**src/design/bst_pkg.sv**
```systemverilog
package bst_pkg;

	// ----------------------------------------
	// clocks and divisor arithmetic
	// ----------------------------------------
	localparam int unsigned CLK_HZ     = 25_000_000; // clk_sys rate
	localparam int unsigned SYS_HZ_60  = 1_022_730;  // 1.02273E6 Hz, 60 Hz television variant
	localparam int unsigned SYS_HZ_50  = 985_250;    // 0.98525E6 Hz, 50 Hz television variant
	localparam int unsigned DIV_OFFSET = 100;
	localparam int unsigned DIV_SPLIT  = 256;        // divisor = high * 256 + low
	localparam logic [15:0] DIV_SLOW   = 16'hFFFF;   // unimplemented selection, well below 50 baud
	localparam int unsigned FIFO_DEPTH = 256;

	// ----------------------------------------
	// line status word bit positions
	// ----------------------------------------
	localparam int unsigned ST_PARITY  = 0;
	localparam int unsigned ST_FRAME   = 1;
	localparam int unsigned ST_OVERRUN = 2;
	localparam int unsigned ST_EMPTY   = 3;
	localparam int unsigned ST_CTS     = 4;
	localparam int unsigned ST_DSR     = 6;
	localparam int unsigned ST_BREAK   = 7;

	// ----------------------------------------
	// setup byte order and field layout
	// ----------------------------------------
	localparam logic [2:0] CFG_CTRL   = 3'h0;
	localparam logic [2:0] CFG_CMD    = 3'h1;
	localparam logic [2:0] CFG_DIV_LO = 3'h2;
	localparam logic [2:0] CFG_DIV_HI = 3'h3;
	localparam logic [2:0] CFG_MAX    = 3'h4;
	localparam int unsigned CTRL_BAUD_LSB = 0;
	localparam int unsigned CTRL_BAUD_MSB = 3;
	localparam int unsigned CTRL_WL_LSB   = 5;
	localparam int unsigned CTRL_WL_MSB   = 6;
	localparam int unsigned CTRL_STOP     = 7;
	localparam int unsigned CMD_HS        = 0;
	localparam int unsigned CMD_PAR_LSB   = 5;
	localparam int unsigned CMD_PAR_MSB   = 7;
	localparam logic [7:0] CTRL_RESET = 8'h06;
	localparam logic [7:0] CMD_RESET  = 8'h00;
	localparam logic [2:0] PAR_NONE = 3'h0;
	localparam logic [2:0] PAR_ODD  = 3'h1;
	localparam logic [2:0] PAR_EVEN = 3'h2;
	localparam logic [2:0] PAR_MARK = 3'h3;
	localparam logic [7:0] CHR_CR    = 8'h0D;
	localparam logic [7:0] CHR_LF    = 8'h0A;
	localparam logic [7:0] LFN_LIMIT = 8'h7F;

	typedef enum logic {TX_IDLE, TX_SHIFT} bst_tx_e;
	typedef enum logic {RX_IDLE, RX_BITS} bst_rx_e;
	typedef logic [15:0] bst_div_tab_t [16];

	// divisor per baud code, half bit period minus offset
	function automatic bst_div_tab_t bst_mk_tab(int unsigned hz);
		bst_div_tab_t t;
		int unsigned  r;
		for (int i = 0; i < 16; i++) begin
			case (i)
				1: r = 50;
				2: r = 75;
				3: r = 110;
				4: r = 150;
				5: r = 300;
				6: r = 600;
				7: r = 1200;
				8: r = 1800;
				9: r = 2400;
				10: r = 4800;
				default: r = 0;
			endcase
			t[i] = (r == 0) ? DIV_SLOW : 16'(hz / r / 2 - DIV_OFFSET);
		end
		return t;
	endfunction

	localparam bst_div_tab_t DIV_TAB_60 = bst_mk_tab(SYS_HZ_60);
	localparam bst_div_tab_t DIV_TAB_50 = bst_mk_tab(SYS_HZ_50);

	// parity bit for a byte whose unused bits are zero
	function automatic logic bst_par(logic [2:0] mode, logic [7:0] d);
		case (mode)
			PAR_ODD: return ~^d;
			PAR_EVEN: return ^d;
			PAR_MARK: return 1'b1;
			default: return 1'b0;
		endcase
	endfunction

endpackage

```
**src/design/bst_fifo_if.sv**
```systemverilog
`timescale 1ns/1ns
interface bst_fifo_if #(parameter int W = 8);
	logic         wr_valid;
	logic         wr_ready;
	logic [W-1:0] wr_data;
	logic         rd_valid;
	logic         rd_ready;
	logic [W-1:0] rd_data;
	logic         flush;
	logic         empty;
	modport fifo (input wr_valid, wr_data, rd_ready, flush, output wr_ready, rd_valid, rd_data, empty);
	modport user (output wr_valid, wr_data, rd_ready, flush, input wr_ready, rd_valid, rd_data, empty);
endinterface

```
**src/design/bst_fifo.sv**
```systemverilog
`timescale 1ns/1ns
module bst_fifo #(
	parameter int W     = 8,
	parameter int DEPTH = bst_pkg::FIFO_DEPTH
) (
	input  wire logic clk_sys,
	input  wire logic nrst,
	bst_fifo_if.fifo  f
);
	localparam int AW = $clog2(DEPTH);

	if (DEPTH < 4 || DEPTH != (1 << AW)) begin : g_bad_depth
		$error("fifo depth must be a power of two of at least 4");
	end

	logic [W-1:0]  mem [DEPTH];
	logic [AW-1:0] wr_ptr_q;
	logic [AW-1:0] wr_ptr_d;
	logic [AW-1:0] rd_ptr_q;
	logic [AW-1:0] rd_ptr_d;
	logic [AW-1:0] used;
	logic          do_wr;

	// one slot stays free, so at most DEPTH-1 entries
	assign used       = wr_ptr_q - rd_ptr_q;
	assign f.wr_ready = (used != AW'(DEPTH - 1));
	assign f.rd_valid = (used != '0);
	assign f.empty    = ~f.rd_valid;
	assign f.rd_data  = mem[rd_ptr_q];
	assign do_wr      = f.wr_valid & f.wr_ready & ~f.flush;

	// pointer update, flush drops everything
	always_comb begin
		wr_ptr_d = wr_ptr_q;
		rd_ptr_d = rd_ptr_q;
		if (f.flush) begin
			wr_ptr_d = '0;
			rd_ptr_d = '0;
		end else begin
			if (do_wr)
				wr_ptr_d = wr_ptr_q + 1'b1;
			if (f.rd_ready && f.rd_valid)
				rd_ptr_d = rd_ptr_q + 1'b1;
		end
	end

	always_ff @(posedge clk_sys or negedge nrst) begin
		if (!nrst) begin
			wr_ptr_q <= '0;
			rd_ptr_q <= '0;
		end else begin
			wr_ptr_q <= wr_ptr_d;
			rd_ptr_q <= rd_ptr_d;
		end
	end

	// storage, no reset needed
	always_ff @(posedge clk_sys) begin
		if (do_wr)
			mem[wr_ptr_q] <= f.wr_data;
	end
endmodule

```
**src/design/bst_serial_port.sv**
```systemverilog
`timescale 1ns/1ns
module bst_serial_port #(
	parameter int FIFO_DEPTH = bst_pkg::FIFO_DEPTH
) (
	input  wire logic       clk_sys,
	input  wire logic       nrst,
	input  wire logic       pal_sel,
	input  wire logic       open_req,
	input  wire logic       close_req,
	input  wire logic [7:0] lfn,
	input  wire logic       cfg_valid,
	input  wire logic [7:0] cfg_byte,
	input  wire logic       tx_valid,
	input  wire logic [7:0] tx_data,
	output logic            tx_ready,
	input  wire logic       rx_req,
	output logic [7:0]      rx_data,
	output logic            rx_hit,
	input  wire logic       status_rd,
	output logic [7:0]      line_status_word,
	output logic            tx_busy,
	output logic            channel_open,
	input  wire logic       bus_hold,
	output logic            pace_evt,
	input  wire logic       rxd,
	input  wire logic       cts_n,
	input  wire logic       dcd_n,
	input  wire logic       dsr_n,
	output logic            txd,
	output logic            rts_n,
	output logic            dtr_n
);
	if (FIFO_DEPTH < 4) begin : g_bad_depth
		$error("fifo depth too small");
	end

	// ----------------------------------------
	// pin synchronisers
	// ----------------------------------------
	logic [3:0] meta_q;
	logic [3:0] pin_q;
	logic       rxd_prev_q;
	logic       rxd_s;
	logic       cts_off;
	logic       dcd_off;
	logic       dsr_off;

	// two flops on every pin, idle high
	always_ff @(posedge clk_sys or negedge nrst) begin
		if (!nrst) begin
			meta_q     <= 4'hF;
			pin_q      <= 4'hF;
			rxd_prev_q <= 1'b1;
		end else begin
			meta_q     <= {dsr_n, dcd_n, cts_n, rxd};
			pin_q      <= meta_q;
			rxd_prev_q <= pin_q[0];
		end
	end
	assign rxd_s   = pin_q[0];
	assign cts_off = pin_q[1];
	assign dcd_off = pin_q[2];
	assign dsr_off = pin_q[3];

	// ----------------------------------------
	// fifos
	// ----------------------------------------
	bst_fifo_if #(.W(8)) txf ();
	bst_fifo_if #(.W(8)) rxf ();
	bst_fifo #(.W(8), .DEPTH(FIFO_DEPTH)) u_txf (.clk_sys(clk_sys), .nrst(nrst), .f(txf));
	bst_fifo #(.W(8), .DEPTH(FIFO_DEPTH)) u_rxf (.clk_sys(clk_sys), .nrst(nrst), .f(rxf));

	logic flush;
	assign flush     = open_req | close_req;
	assign txf.flush = flush;
	assign rxf.flush = flush;

	// writer held off while full or closed
	assign txf.wr_valid = tx_valid & channel_open & ~flush;
	assign txf.wr_data  = tx_data;
	assign tx_ready     = channel_open & txf.wr_ready & ~flush;

	// ----------------------------------------
	// channel setup
	// ----------------------------------------
	logic       open_q;
	logic       open_d;
	logic [2:0] cfg_idx_q;
	logic [2:0] cfg_idx_d;
	logic [7:0] ctrl_q;
	logic [7:0] ctrl_d;
	logic [7:0] cmd_q;
	logic [7:0] cmd_d;
	logic [7:0] div_lo_q;
	logic [7:0] div_lo_d;
	logic [7:0] div_hi_q;
	logic [7:0] div_hi_d;
	logic [7:0] lfn_q;
	logic [7:0] lfn_d;

	always_comb begin
		open_d    = open_q;
		cfg_idx_d = cfg_idx_q;
		ctrl_d    = ctrl_q;
		cmd_d     = cmd_q;
		div_lo_d  = div_lo_q;
		div_hi_d  = div_hi_q;
		lfn_d     = lfn_q;
		if (close_req) begin
			open_d = 1'b0;
		end else if (open_req) begin
			open_d    = 1'b1;
			cfg_idx_d = bst_pkg::CFG_CTRL;
			ctrl_d    = bst_pkg::CTRL_RESET;
			cmd_d     = bst_pkg::CMD_RESET;
			div_lo_d  = 8'h00;
			div_hi_d  = 8'h00;
			lfn_d     = lfn;
		end else if (cfg_valid && open_q && cfg_idx_q != bst_pkg::CFG_MAX) begin
			// setup bytes land in order, extras ignored
			case (cfg_idx_q)
				bst_pkg::CFG_CTRL: ctrl_d = cfg_byte;
				bst_pkg::CFG_CMD: cmd_d = cfg_byte;
				bst_pkg::CFG_DIV_LO: div_lo_d = cfg_byte;
				default: div_hi_d = cfg_byte;
			endcase
			cfg_idx_d = cfg_idx_q + 3'h1;
		end
	end

	always_ff @(posedge clk_sys or negedge nrst) begin
		if (!nrst) begin
			open_q    <= 1'b0;
			cfg_idx_q <= bst_pkg::CFG_CTRL;
			ctrl_q    <= bst_pkg::CTRL_RESET;
			cmd_q     <= bst_pkg::CMD_RESET;
			div_lo_q  <= 8'h00;
			div_hi_q  <= 8'h00;
			lfn_q     <= 8'h00;
		end else begin
			open_q    <= open_d;
			cfg_idx_q <= cfg_idx_d;
			ctrl_q    <= ctrl_d;
			cmd_q     <= cmd_d;
			div_lo_q  <= div_lo_d;
			div_hi_q  <= div_hi_d;
			lfn_q     <= lfn_d;
		end
	end
	assign channel_open = open_q;

	// decoded line format
	logic        hs;
	logic [2:0]  par_mode;
	logic        par_on;
	logic [3:0]  wl;
	logic [3:0]  frame_len;
	logic [3:0]  baud_code;
	logic [15:0] div_eff;
	logic [16:0] half_per;
	logic [17:0] bit_per;

	assign hs        = cmd_q[bst_pkg::CMD_HS];
	assign par_mode  = cmd_q[bst_pkg::CMD_PAR_MSB:bst_pkg::CMD_PAR_LSB];
	assign par_on    = (par_mode != bst_pkg::PAR_NONE);
	assign wl        = 4'h8 - {2'h0, ctrl_q[bst_pkg::CTRL_WL_MSB:bst_pkg::CTRL_WL_LSB]};
	assign frame_len = 4'h2 + wl + {3'h0, par_on} + {3'h0, ctrl_q[bst_pkg::CTRL_STOP]};
	assign baud_code = ctrl_q[bst_pkg::CTRL_BAUD_MSB:bst_pkg::CTRL_BAUD_LSB];
	assign div_eff   = (baud_code == 4'h0)
		? 16'(32'(div_hi_q) * bst_pkg::DIV_SPLIT + 32'(div_lo_q))
		: (pal_sel ? bst_pkg::DIV_TAB_50[baud_code] : bst_pkg::DIV_TAB_60[baud_code]);
	assign half_per  = {1'b0, div_eff} + 17'(bst_pkg::DIV_OFFSET);
	assign bit_per   = {half_per, 1'b0};

	// ----------------------------------------
	// timer events at system rate
	// ----------------------------------------
	logic [24:0] acc_q;
	logic [24:0] acc_d;
	logic [25:0] acc_sum;
	logic        tick_q;
	logic        tick_d;

	// fractional divider from clk_sys down to system rate, frozen during bus transfers
	always_comb begin
		acc_sum = {1'b0, acc_q} + 26'(pal_sel ? bst_pkg::SYS_HZ_50 : bst_pkg::SYS_HZ_60);
		acc_d   = acc_q;
		tick_d  = 1'b0;
		if (!bus_hold) begin
			if (acc_sum >= 26'(bst_pkg::CLK_HZ)) begin
				acc_d  = 25'(acc_sum - 26'(bst_pkg::CLK_HZ));
				tick_d = 1'b1;
			end else begin
				acc_d = acc_sum[24:0];
			end
		end
	end

	always_ff @(posedge clk_sys or negedge nrst) begin
		if (!nrst) begin
			acc_q  <= '0;
			tick_q <= 1'b0;
		end else begin
			acc_q  <= acc_d;
			tick_q <= tick_d;
		end
	end
	assign pace_evt = tick_q;

	// ----------------------------------------
	// transmitter
	// ----------------------------------------
	bst_pkg::bst_tx_e tx_st_q;
	bst_pkg::bst_tx_e tx_st_d;
	logic [17:0]      tx_cnt_q;
	logic [17:0]      tx_cnt_d;
	logic [3:0]       tx_bit_q;
	logic [3:0]       tx_bit_d;
	logic [11:0]      tx_sh_q;
	logic [11:0]      tx_sh_d;
	logic             txd_q;
	logic             txd_d;
	logic             lf_pend_q;
	logic             lf_pend_d;
	logic             busy_q;
	logic             cts_miss;
	logic [7:0]       tx_byte;

	always_comb begin
		tx_st_d     = tx_st_q;
		tx_cnt_d    = tx_cnt_q;
		tx_bit_d    = tx_bit_q;
		tx_sh_d     = tx_sh_q;
		txd_d       = txd_q;
		lf_pend_d   = lf_pend_q;
		txf.rd_ready = 1'b0;
		cts_miss    = 1'b0;
		tx_byte     = lf_pend_q ? bst_pkg::CHR_LF : txf.rd_data;
		if (flush || !open_q) begin
			tx_st_d   = bst_pkg::TX_IDLE;
			txd_d     = 1'b1;
			lf_pend_d = 1'b0;
		end else begin
			case (tx_st_q)
				bst_pkg::TX_IDLE: begin
					txd_d = 1'b1;
					if (lf_pend_q || txf.rd_valid) begin
						if (hs && cts_off) begin
							cts_miss = 1'b1;
						end else begin
							// build frame: start, data, parity, stops
							tx_sh_d = '1;
							tx_sh_d[0] = 1'b0;
							for (int i = 0; i < 8; i++) begin
								if (4'(i) < wl)
									tx_sh_d[i + 1] = tx_byte[i];
							end
							if (par_on)
								tx_sh_d[4'h1 + wl] = bst_pkg::bst_par(par_mode, tx_byte & ~(8'hFF << wl));
							txf.rd_ready = ~lf_pend_q;
							lf_pend_d = ~lf_pend_q && (lfn_q > bst_pkg::LFN_LIMIT)
								&& (tx_byte == bst_pkg::CHR_CR);
							tx_st_d  = bst_pkg::TX_SHIFT;
							tx_cnt_d = '0;
							tx_bit_d = 4'h0;
							txd_d    = 1'b0;
						end
					end
				end
				bst_pkg::TX_SHIFT: begin
					if (tick_q) begin
						if (tx_cnt_q == bit_per - 18'h1) begin
							tx_cnt_d = '0;
							tx_bit_d = tx_bit_q + 4'h1;
							tx_sh_d  = {1'b1, tx_sh_q[11:1]};
							if (tx_bit_q == frame_len - 4'h1) begin
								tx_st_d = bst_pkg::TX_IDLE;
								txd_d   = 1'b1;
							end else begin
								txd_d = tx_sh_q[1];
							end
						end else begin
							tx_cnt_d = tx_cnt_q + 18'h1;
						end
					end
				end
				default: tx_st_d = bst_pkg::TX_IDLE;
			endcase
		end
	end

	always_ff @(posedge clk_sys or negedge nrst) begin
		if (!nrst) begin
			tx_st_q   <= bst_pkg::TX_IDLE;
			tx_cnt_q  <= '0;
			tx_bit_q  <= 4'h0;
			tx_sh_q   <= '1;
			txd_q     <= 1'b1;
			lf_pend_q <= 1'b0;
			busy_q    <= 1'b0;
		end else begin
			tx_st_q   <= tx_st_d;
			tx_cnt_q  <= tx_cnt_d;
			tx_bit_q  <= tx_bit_d;
			tx_sh_q   <= tx_sh_d;
			txd_q     <= txd_d;
			lf_pend_q <= lf_pend_d;
			busy_q    <= txf.rd_valid | (tx_st_d != bst_pkg::TX_IDLE) | lf_pend_d;
		end
	end
	assign txd     = txd_q;
	assign tx_busy = busy_q;

	// modem outputs high when closed or three-wire
	assign rts_n = ~(open_q & hs);
	assign dtr_n = ~(open_q & hs);

	// ----------------------------------------
	// receiver
	// ----------------------------------------
	bst_pkg::bst_rx_e rx_st_q;
	bst_pkg::bst_rx_e rx_st_d;
	logic [17:0]      rx_cnt_q;
	logic [17:0]      rx_cnt_d;
	logic [3:0]       rx_idx_q;
	logic [3:0]       rx_idx_d;
	logic [7:0]       rx_byte_q;
	logic [7:0]       rx_byte_d;
	logic             rx_par_q;
	logic             rx_par_d;
	logic [17:0]      rx_target;
	logic [7:0]       ev;

	assign rx_target    = (rx_idx_q == 4'h0) ? {1'b0, half_per} : bit_per;
	assign rxf.wr_data  = rx_byte_q;

	always_comb begin
		rx_st_d      = rx_st_q;
		rx_cnt_d     = rx_cnt_q;
		rx_idx_d     = rx_idx_q;
		rx_byte_d    = rx_byte_q;
		rx_par_d     = rx_par_q;
		rxf.wr_valid = 1'b0;
		ev           = 8'h00;
		if (flush || !open_q || bus_hold) begin
			rx_st_d = bst_pkg::RX_IDLE;
		end else begin
			case (rx_st_q)
				bst_pkg::RX_IDLE: begin
					// falling edge on the line opens a frame
					if (rxd_prev_q && !rxd_s && !(hs && dcd_off)) begin
						rx_st_d   = bst_pkg::RX_BITS;
						rx_cnt_d  = '0;
						rx_idx_d  = 4'h0;
						rx_byte_d = 8'h00;
					end
				end
				bst_pkg::RX_BITS: begin
					if (tick_q && rx_cnt_q == rx_target - 18'h1) begin
						rx_cnt_d = '0;
						rx_idx_d = rx_idx_q + 4'h1;
						if (rx_idx_q == 4'h0) begin
							if (rxd_s)
								rx_st_d = bst_pkg::RX_IDLE; // false start
						end else if (rx_idx_q <= wl) begin
							rx_byte_d[3'(rx_idx_q - 4'h1)] = rxd_s;
						end else if (par_on && rx_idx_q == wl + 4'h1) begin
							rx_par_d = rxd_s;
						end else begin
							// stop bit: close the character
							rx_st_d = bst_pkg::RX_IDLE;
							ev[bst_pkg::ST_FRAME]  = ~rxd_s;
							ev[bst_pkg::ST_BREAK]  = ~rxd_s && rx_byte_q == 8'h00 && !(par_on && rx_par_q);
							ev[bst_pkg::ST_PARITY] = par_on && (rx_par_q != bst_pkg::bst_par(par_mode, rx_byte_q));
							ev[bst_pkg::ST_DSR]    = hs && dsr_off;
							ev[bst_pkg::ST_OVERRUN] = ~rxf.wr_ready;
							rxf.wr_valid = 1'b1;
						end
					end else if (tick_q) begin
						rx_cnt_d = rx_cnt_q + 18'h1;
					end
				end
				default: rx_st_d = bst_pkg::RX_IDLE;
			endcase
		end
		ev[bst_pkg::ST_CTS] = cts_miss;
	end

	always_ff @(posedge clk_sys or negedge nrst) begin
		if (!nrst) begin
			rx_st_q   <= bst_pkg::RX_IDLE;
			rx_cnt_q  <= '0;
			rx_idx_q  <= 4'h0;
			rx_byte_q <= 8'h00;
			rx_par_q  <= 1'b0;
		end else begin
			rx_st_q   <= rx_st_d;
			rx_cnt_q  <= rx_cnt_d;
			rx_idx_q  <= rx_idx_d;
			rx_byte_q <= rx_byte_d;
			rx_par_q  <= rx_par_d;
		end
	end

	// ----------------------------------------
	// host reads and line status word
	// ----------------------------------------
	logic [7:0] st_q;
	logic [7:0] st_d;
	logic [7:0] rx_data_q;
	logic [7:0] rx_data_d;
	logic       rx_hit_q;
	logic       rx_hit_d;

	assign rxf.rd_ready = rx_req;

	// sticky bits except empty, a new event beats the read clear
	always_comb begin
		st_d = (status_rd ? 8'h00 : st_q) | ev;
		st_d[bst_pkg::ST_EMPTY] = rxf.empty;
		rx_data_d = rx_data_q;
		rx_hit_d  = 1'b0;
		if (rx_req) begin
			rx_data_d = rxf.rd_valid ? rxf.rd_data : 8'h00;
			rx_hit_d  = rxf.rd_valid;
		end
	end

	always_ff @(posedge clk_sys or negedge nrst) begin
		if (!nrst) begin
			st_q      <= 8'(1 << bst_pkg::ST_EMPTY);
			rx_data_q <= 8'h00;
			rx_hit_q  <= 1'b0;
		end else begin
			st_q      <= st_d;
			rx_data_q <= rx_data_d;
			rx_hit_q  <= rx_hit_d;
		end
	end
	assign line_status_word = st_q;
	assign rx_data          = rx_data_q;
	assign rx_hit           = rx_hit_q;
endmodule

```
**config.mk**
```make
export PLATFORM = sky130hd
export DESIGN_NAME = bst_serial_port
export DESIGN_NICKNAME = d
export VERILOG_FILES = /design/src/design/bst_pkg.sv /design/src/design/bst_fifo_if.sv /design/src/design/bst_fifo.sv /design/src/design/bst_serial_port.sv
export SDC_FILE = /design/constraint.sdc
export NUM_CORES = 2
export LEC_CHECK = 0
export BUFFER_PORTS_ARGS = -buffer_cell sky130_fd_sc_hd__buf_2
export CAP_MARGIN = 10
export CORE_MARGIN = 2
export CORE_UTILIZATION = 45
export CTS_CLUSTER_SIZE = 40
export DETAILED_ROUTE_END_ITERATION = 7
export SLEW_MARGIN = 20
export SYNTH_ARGS = -nofsm -noshare
export SYNTH_HDL_FRONTEND = slang
export SYNTH_SLANG_ARGS = --single-unit
```
**constraint.sdc**
```tcl
create_clock -name clk_sys -period 5.9 [get_ports clk_sys]
set_input_delay 0 -clock clk_sys [delete_from_list [all_inputs] [get_ports clk_sys]]
set_output_delay 0 -clock clk_sys [all_outputs]
set_load 0.01 [all_outputs]
```
==> flow_metrics.py <==
metrics = {
    "yosys": {
        "yosys_warnings": 0,
        "ys_ff_latch": 4279,
        "syn_area_um2": 173000,
        "yosys.cell_types.count": 111,
        "syn_avg_cell_area_um2": 20.0,
        "synth_top_flop_cell": "edfxtp_1",
        "syn_inst": 8620,
        "ys_seq_area_share_pct": 73.9,
        "synth_nets": 8737,
        "synth_edf_count": 4096,
        "synth_area_leaders": "edfxtp_1 (71%), mux4_2 (15%), dfrtp_1 (2.3%)",
        "synth_top_cell_by_area": "edfxtp_1",
        "async_flop_share_pct": 4.28,
        "synth_top_area_share_pct": 71.2,
    },
    "worst_hold_path": {
        "min_from": "tx_valid",
        "min_path_type": "in2reg",
    },
    "pwr": {
        "p_per_area_nw_per_um2": 327,
        "totalPowerFinal_uw": 65200,
        "p_leak_uw": 0.0588,
        "peakVddDrop_mv": 0.297,
    },
    "setup_path": {
        "worstSetupStartpoint": "u_txf.rd_ptr_q[0]",
        "crit_path_end_kind": "register",
        "required_ns": 6.76,
        "crit_fanout": 17,
        "r2r_start": "u_txf.rd_ptr_q[0]",
        "startpoint_type": "register",
        "crit_arrival_ns": 6.56,
        "critical_path_class": "reg2reg",
    },
    "grt": {
        "grtUsageTotal_pct": 23.1,
        "grt_pass1_vias": 89900,
        "antenna_found_initial": 13,
        "grt_overflow": 0,
        "grt_pass1_wl_um": 655000,
        "grt_start_max_net_pins": 189,
    },
    "clock_network": {
        "cts_tree": "built",
        "cts_sinks": 4279,
        "clk_latency_ns": 1.01,
        "htreeDepth": 5,
        "clkTransAtPathRegs_ns": 0.06,
        "clock_path_buffers": 4,
        "cts-buffers-inserted": 432,
        "cts_root_buf": "clkbuf_16",
    },
    "sta": {
        "slew_headroom_pct": 20.2,
        "fin_skew_ns": 0.111,
        "period_share_pct": 96.6,
        "setup_viol": 0,
        "slew_viol_final": 0,
        "worst_slew_pin_slew_ns": 1.20,
        "max_clock_freq_mhz": 175,
        "hold-worst-slack_ns": 0.0579,
        "finalCriticalPeriod_ns": 5.70,
        "finalHoldViolCount": 0,
    },
    "detailed_routing": {
        "wl_per_cell_um": 30.4,
        "drtIter0Drc": 10600,
        "ant_nets": 0,
        "first_pass_iters": 6,
        "num_vias": 89200,
        "drcViolationCount": 0,
        "via_per_inst": 5.96,
        "drt_wl_total_um": 454000,
    },
    "placement": {
        "globalplace.congestion": 0.879,
        "io_buffers": 53,
        "dp_hpwl_um": 284000,
    },
    "layout": {
        "finish.net_count": 9669,
        "syn2layout_area_growth_pct": 15.4,
        "drive_above_1_share_pct": 28.9,
    },
    "run_status": {
        "status": "finished, final reports clean",
    },
    "floorplanning": {
        "chipWidth_um": 624,
        "dieArea_um2": 389000,
        "ios": 62,
        "core-area_um2": 382000,
        "std_cell_rows": 227,
        "die_h_um": 624,
        "start_util_pct": 45.2,
    },
    "run": {
        "drv_cap": 0,
    },
}
==> synth_stat cells (46+ instances only) <==
| cell | count |
|---|---|
| nand2b_1 | 46 |
| nor2_1 | 684 |
| inv_1 | 97 |
| edfxtp_1 | 4096 |
| o21ai_0 | 115 |
| nand3_1 | 106 |
| mux4_2 | 1152 |
| ha_1 | 76 |
| mux2i_1 | 215 |
| clkbuf_1 | 287 |
| buf_1 | 80 |
| a22oi_1 | 91 |
| a21oi_1 | 117 |
| nor3_1 | 71 |
| xor2_1 | 53 |
| nand2_1 | 252 |
| xnor2_1 | 116 |
| dfrtp_1 | 159 |
==> stage by stage <==
step | area, um2 | std cells | setup TNS [ns] | util [%] | worst slack (ns)
finish | 199000 | 15000 | 0 | 52.1 | 0.198
global placement | 185000 | 14100 | -0.138 | 48.3 | -0.0826
global route | 199000 | 15000 | -0.0128 | 52.1 | -0.00296
CTS | 199000 | 14900 | 0 | 52.1 | 0.0237
floorplan | 173000 | 8620 | -180.57 | - | -0.150
detailed placement | 185000 | 14100 | 0 | 48.3 | 0.0213
==> cell usage in the layout (no fill, tap or decap), types with 88 or more instances in the layout <==
cell and n:
buf_4 801, inv_1 95, clkinv_1 98, xnor2_1 115, nor2_1 679, clkbuf_16 439, mux2i_1 215, a21oi_1 117
edfxtp_1 4096, a22oi_1 89, nand3_1 102, o21ai_0 113, dfrtp_1 142, clkinv_2 88, nand2_1 252, mux4_2 1152
==> worst paths after layout <==
| check | cells past startpoint | slack (ns) | endpoint |
|---|---|---|---|
| max in group asynchronous | 4 | 4.76 | u_rxf.rd_ptr_q[0] |
| setup reg to reg | 17 | 0.20 | tx_sh_q[10] |
| min in group asynchronous | 4 | 0.12 | acc_q[1] |
| hold / removal | 5 | 0.06 | u_txf.wr_ptr_q[2] |
| setup / recovery | 17 | 0.20 | tx_sh_q[10] |
| hold reg to reg | 0 | 0.36 | pin_q[0] |
==> worst max-delay path: stages, from the launching register on <==
cell	delay [ns]
dfrtp_4	0.71
buf_12	0.31
buf_4	0.25
buf_12	0.19
mux4_2	0.56
a22oi_1	0.23
a21oi_1	0.27
nor3_1	0.41
nand3_1	0.30
a32o_1	0.36
xnor2_1	0.32
mux2i_1	0.24
mux2i_1	0.12
a211oi_2	0.28
buf_4	0.20
mux2_2	0.36
nor3_1	0.27
a22oi_1	0.14
==> what timing repair did <==
item,in CTS,in global routing
hold buffers,59,0
gates resized for setup,1,31
buffers inserted,0,8
endpoints found under the setup margin,3,1950
pin swaps,0,6
hold endpoints to repair,1114,0
==> cell families (layout without fill, tap and decap cells) <==
family / Yosys count / in the layout / synth area share (%)
compound gates: 670 / 670 / 2.75
xor+xnor: 169 / 169 / 0.857
fa+ha+maj: 79 / 79 / 0.585
buf+inv: 597 / 1893 / 1.60
flops: 4279 / 4279 / 73.9
mux: 1391 / 1391 / 16.4
other cells: 1 / 5 / 0.00217
simple gates: 1434 / 1434 / 3.90
==> flip-flops by register name (all words and copies together), names as in the netlist, 11 cells and up <==
signal     cells
tx_cnt_q      18
rx_cnt_q      18
u_rxf.mem   2048
u_txf.mem   2048
tx_sh_q       11
acc_q         24
==> power breakdown <==
part / switching (uW) / internal (uW) / leakage [uW]
logic: 2690 / 1950 / 0.0158
registers: 270 / 33200 / 0.0362
clock network: 11600 / 15500 / 0.00682
total: 14500 / 50700 / 0.0588
==> layer usage <==
layer / up-vias / GRT usage, % / part of all wire, %
li1: 37300 / - / -
met1: 47300 / 31.7 / 40
met2: 3815 / 37.9 / 49
met3: 767 / 3.64 / 7.4
met4: 8 / 7.55 / 3.7
met5: - / 0 / 0.013
==> area by class of cell <==
class / count / area [um2]
Antenna cell: 4 / 10.0
Sequential cell: 4279 / 128000
Tap cell: 5038 / 6300
Inverter: 107 / 414
Clock buffer: 529 / 11400
Multi-Input combinational cell: 3744 / 42500
Timing Repair Buffer: 988 / 8450
Clock inverter: 269 / 2560
Fill cell: 29700 / 183000
Power figures use the tool's default switching activity.
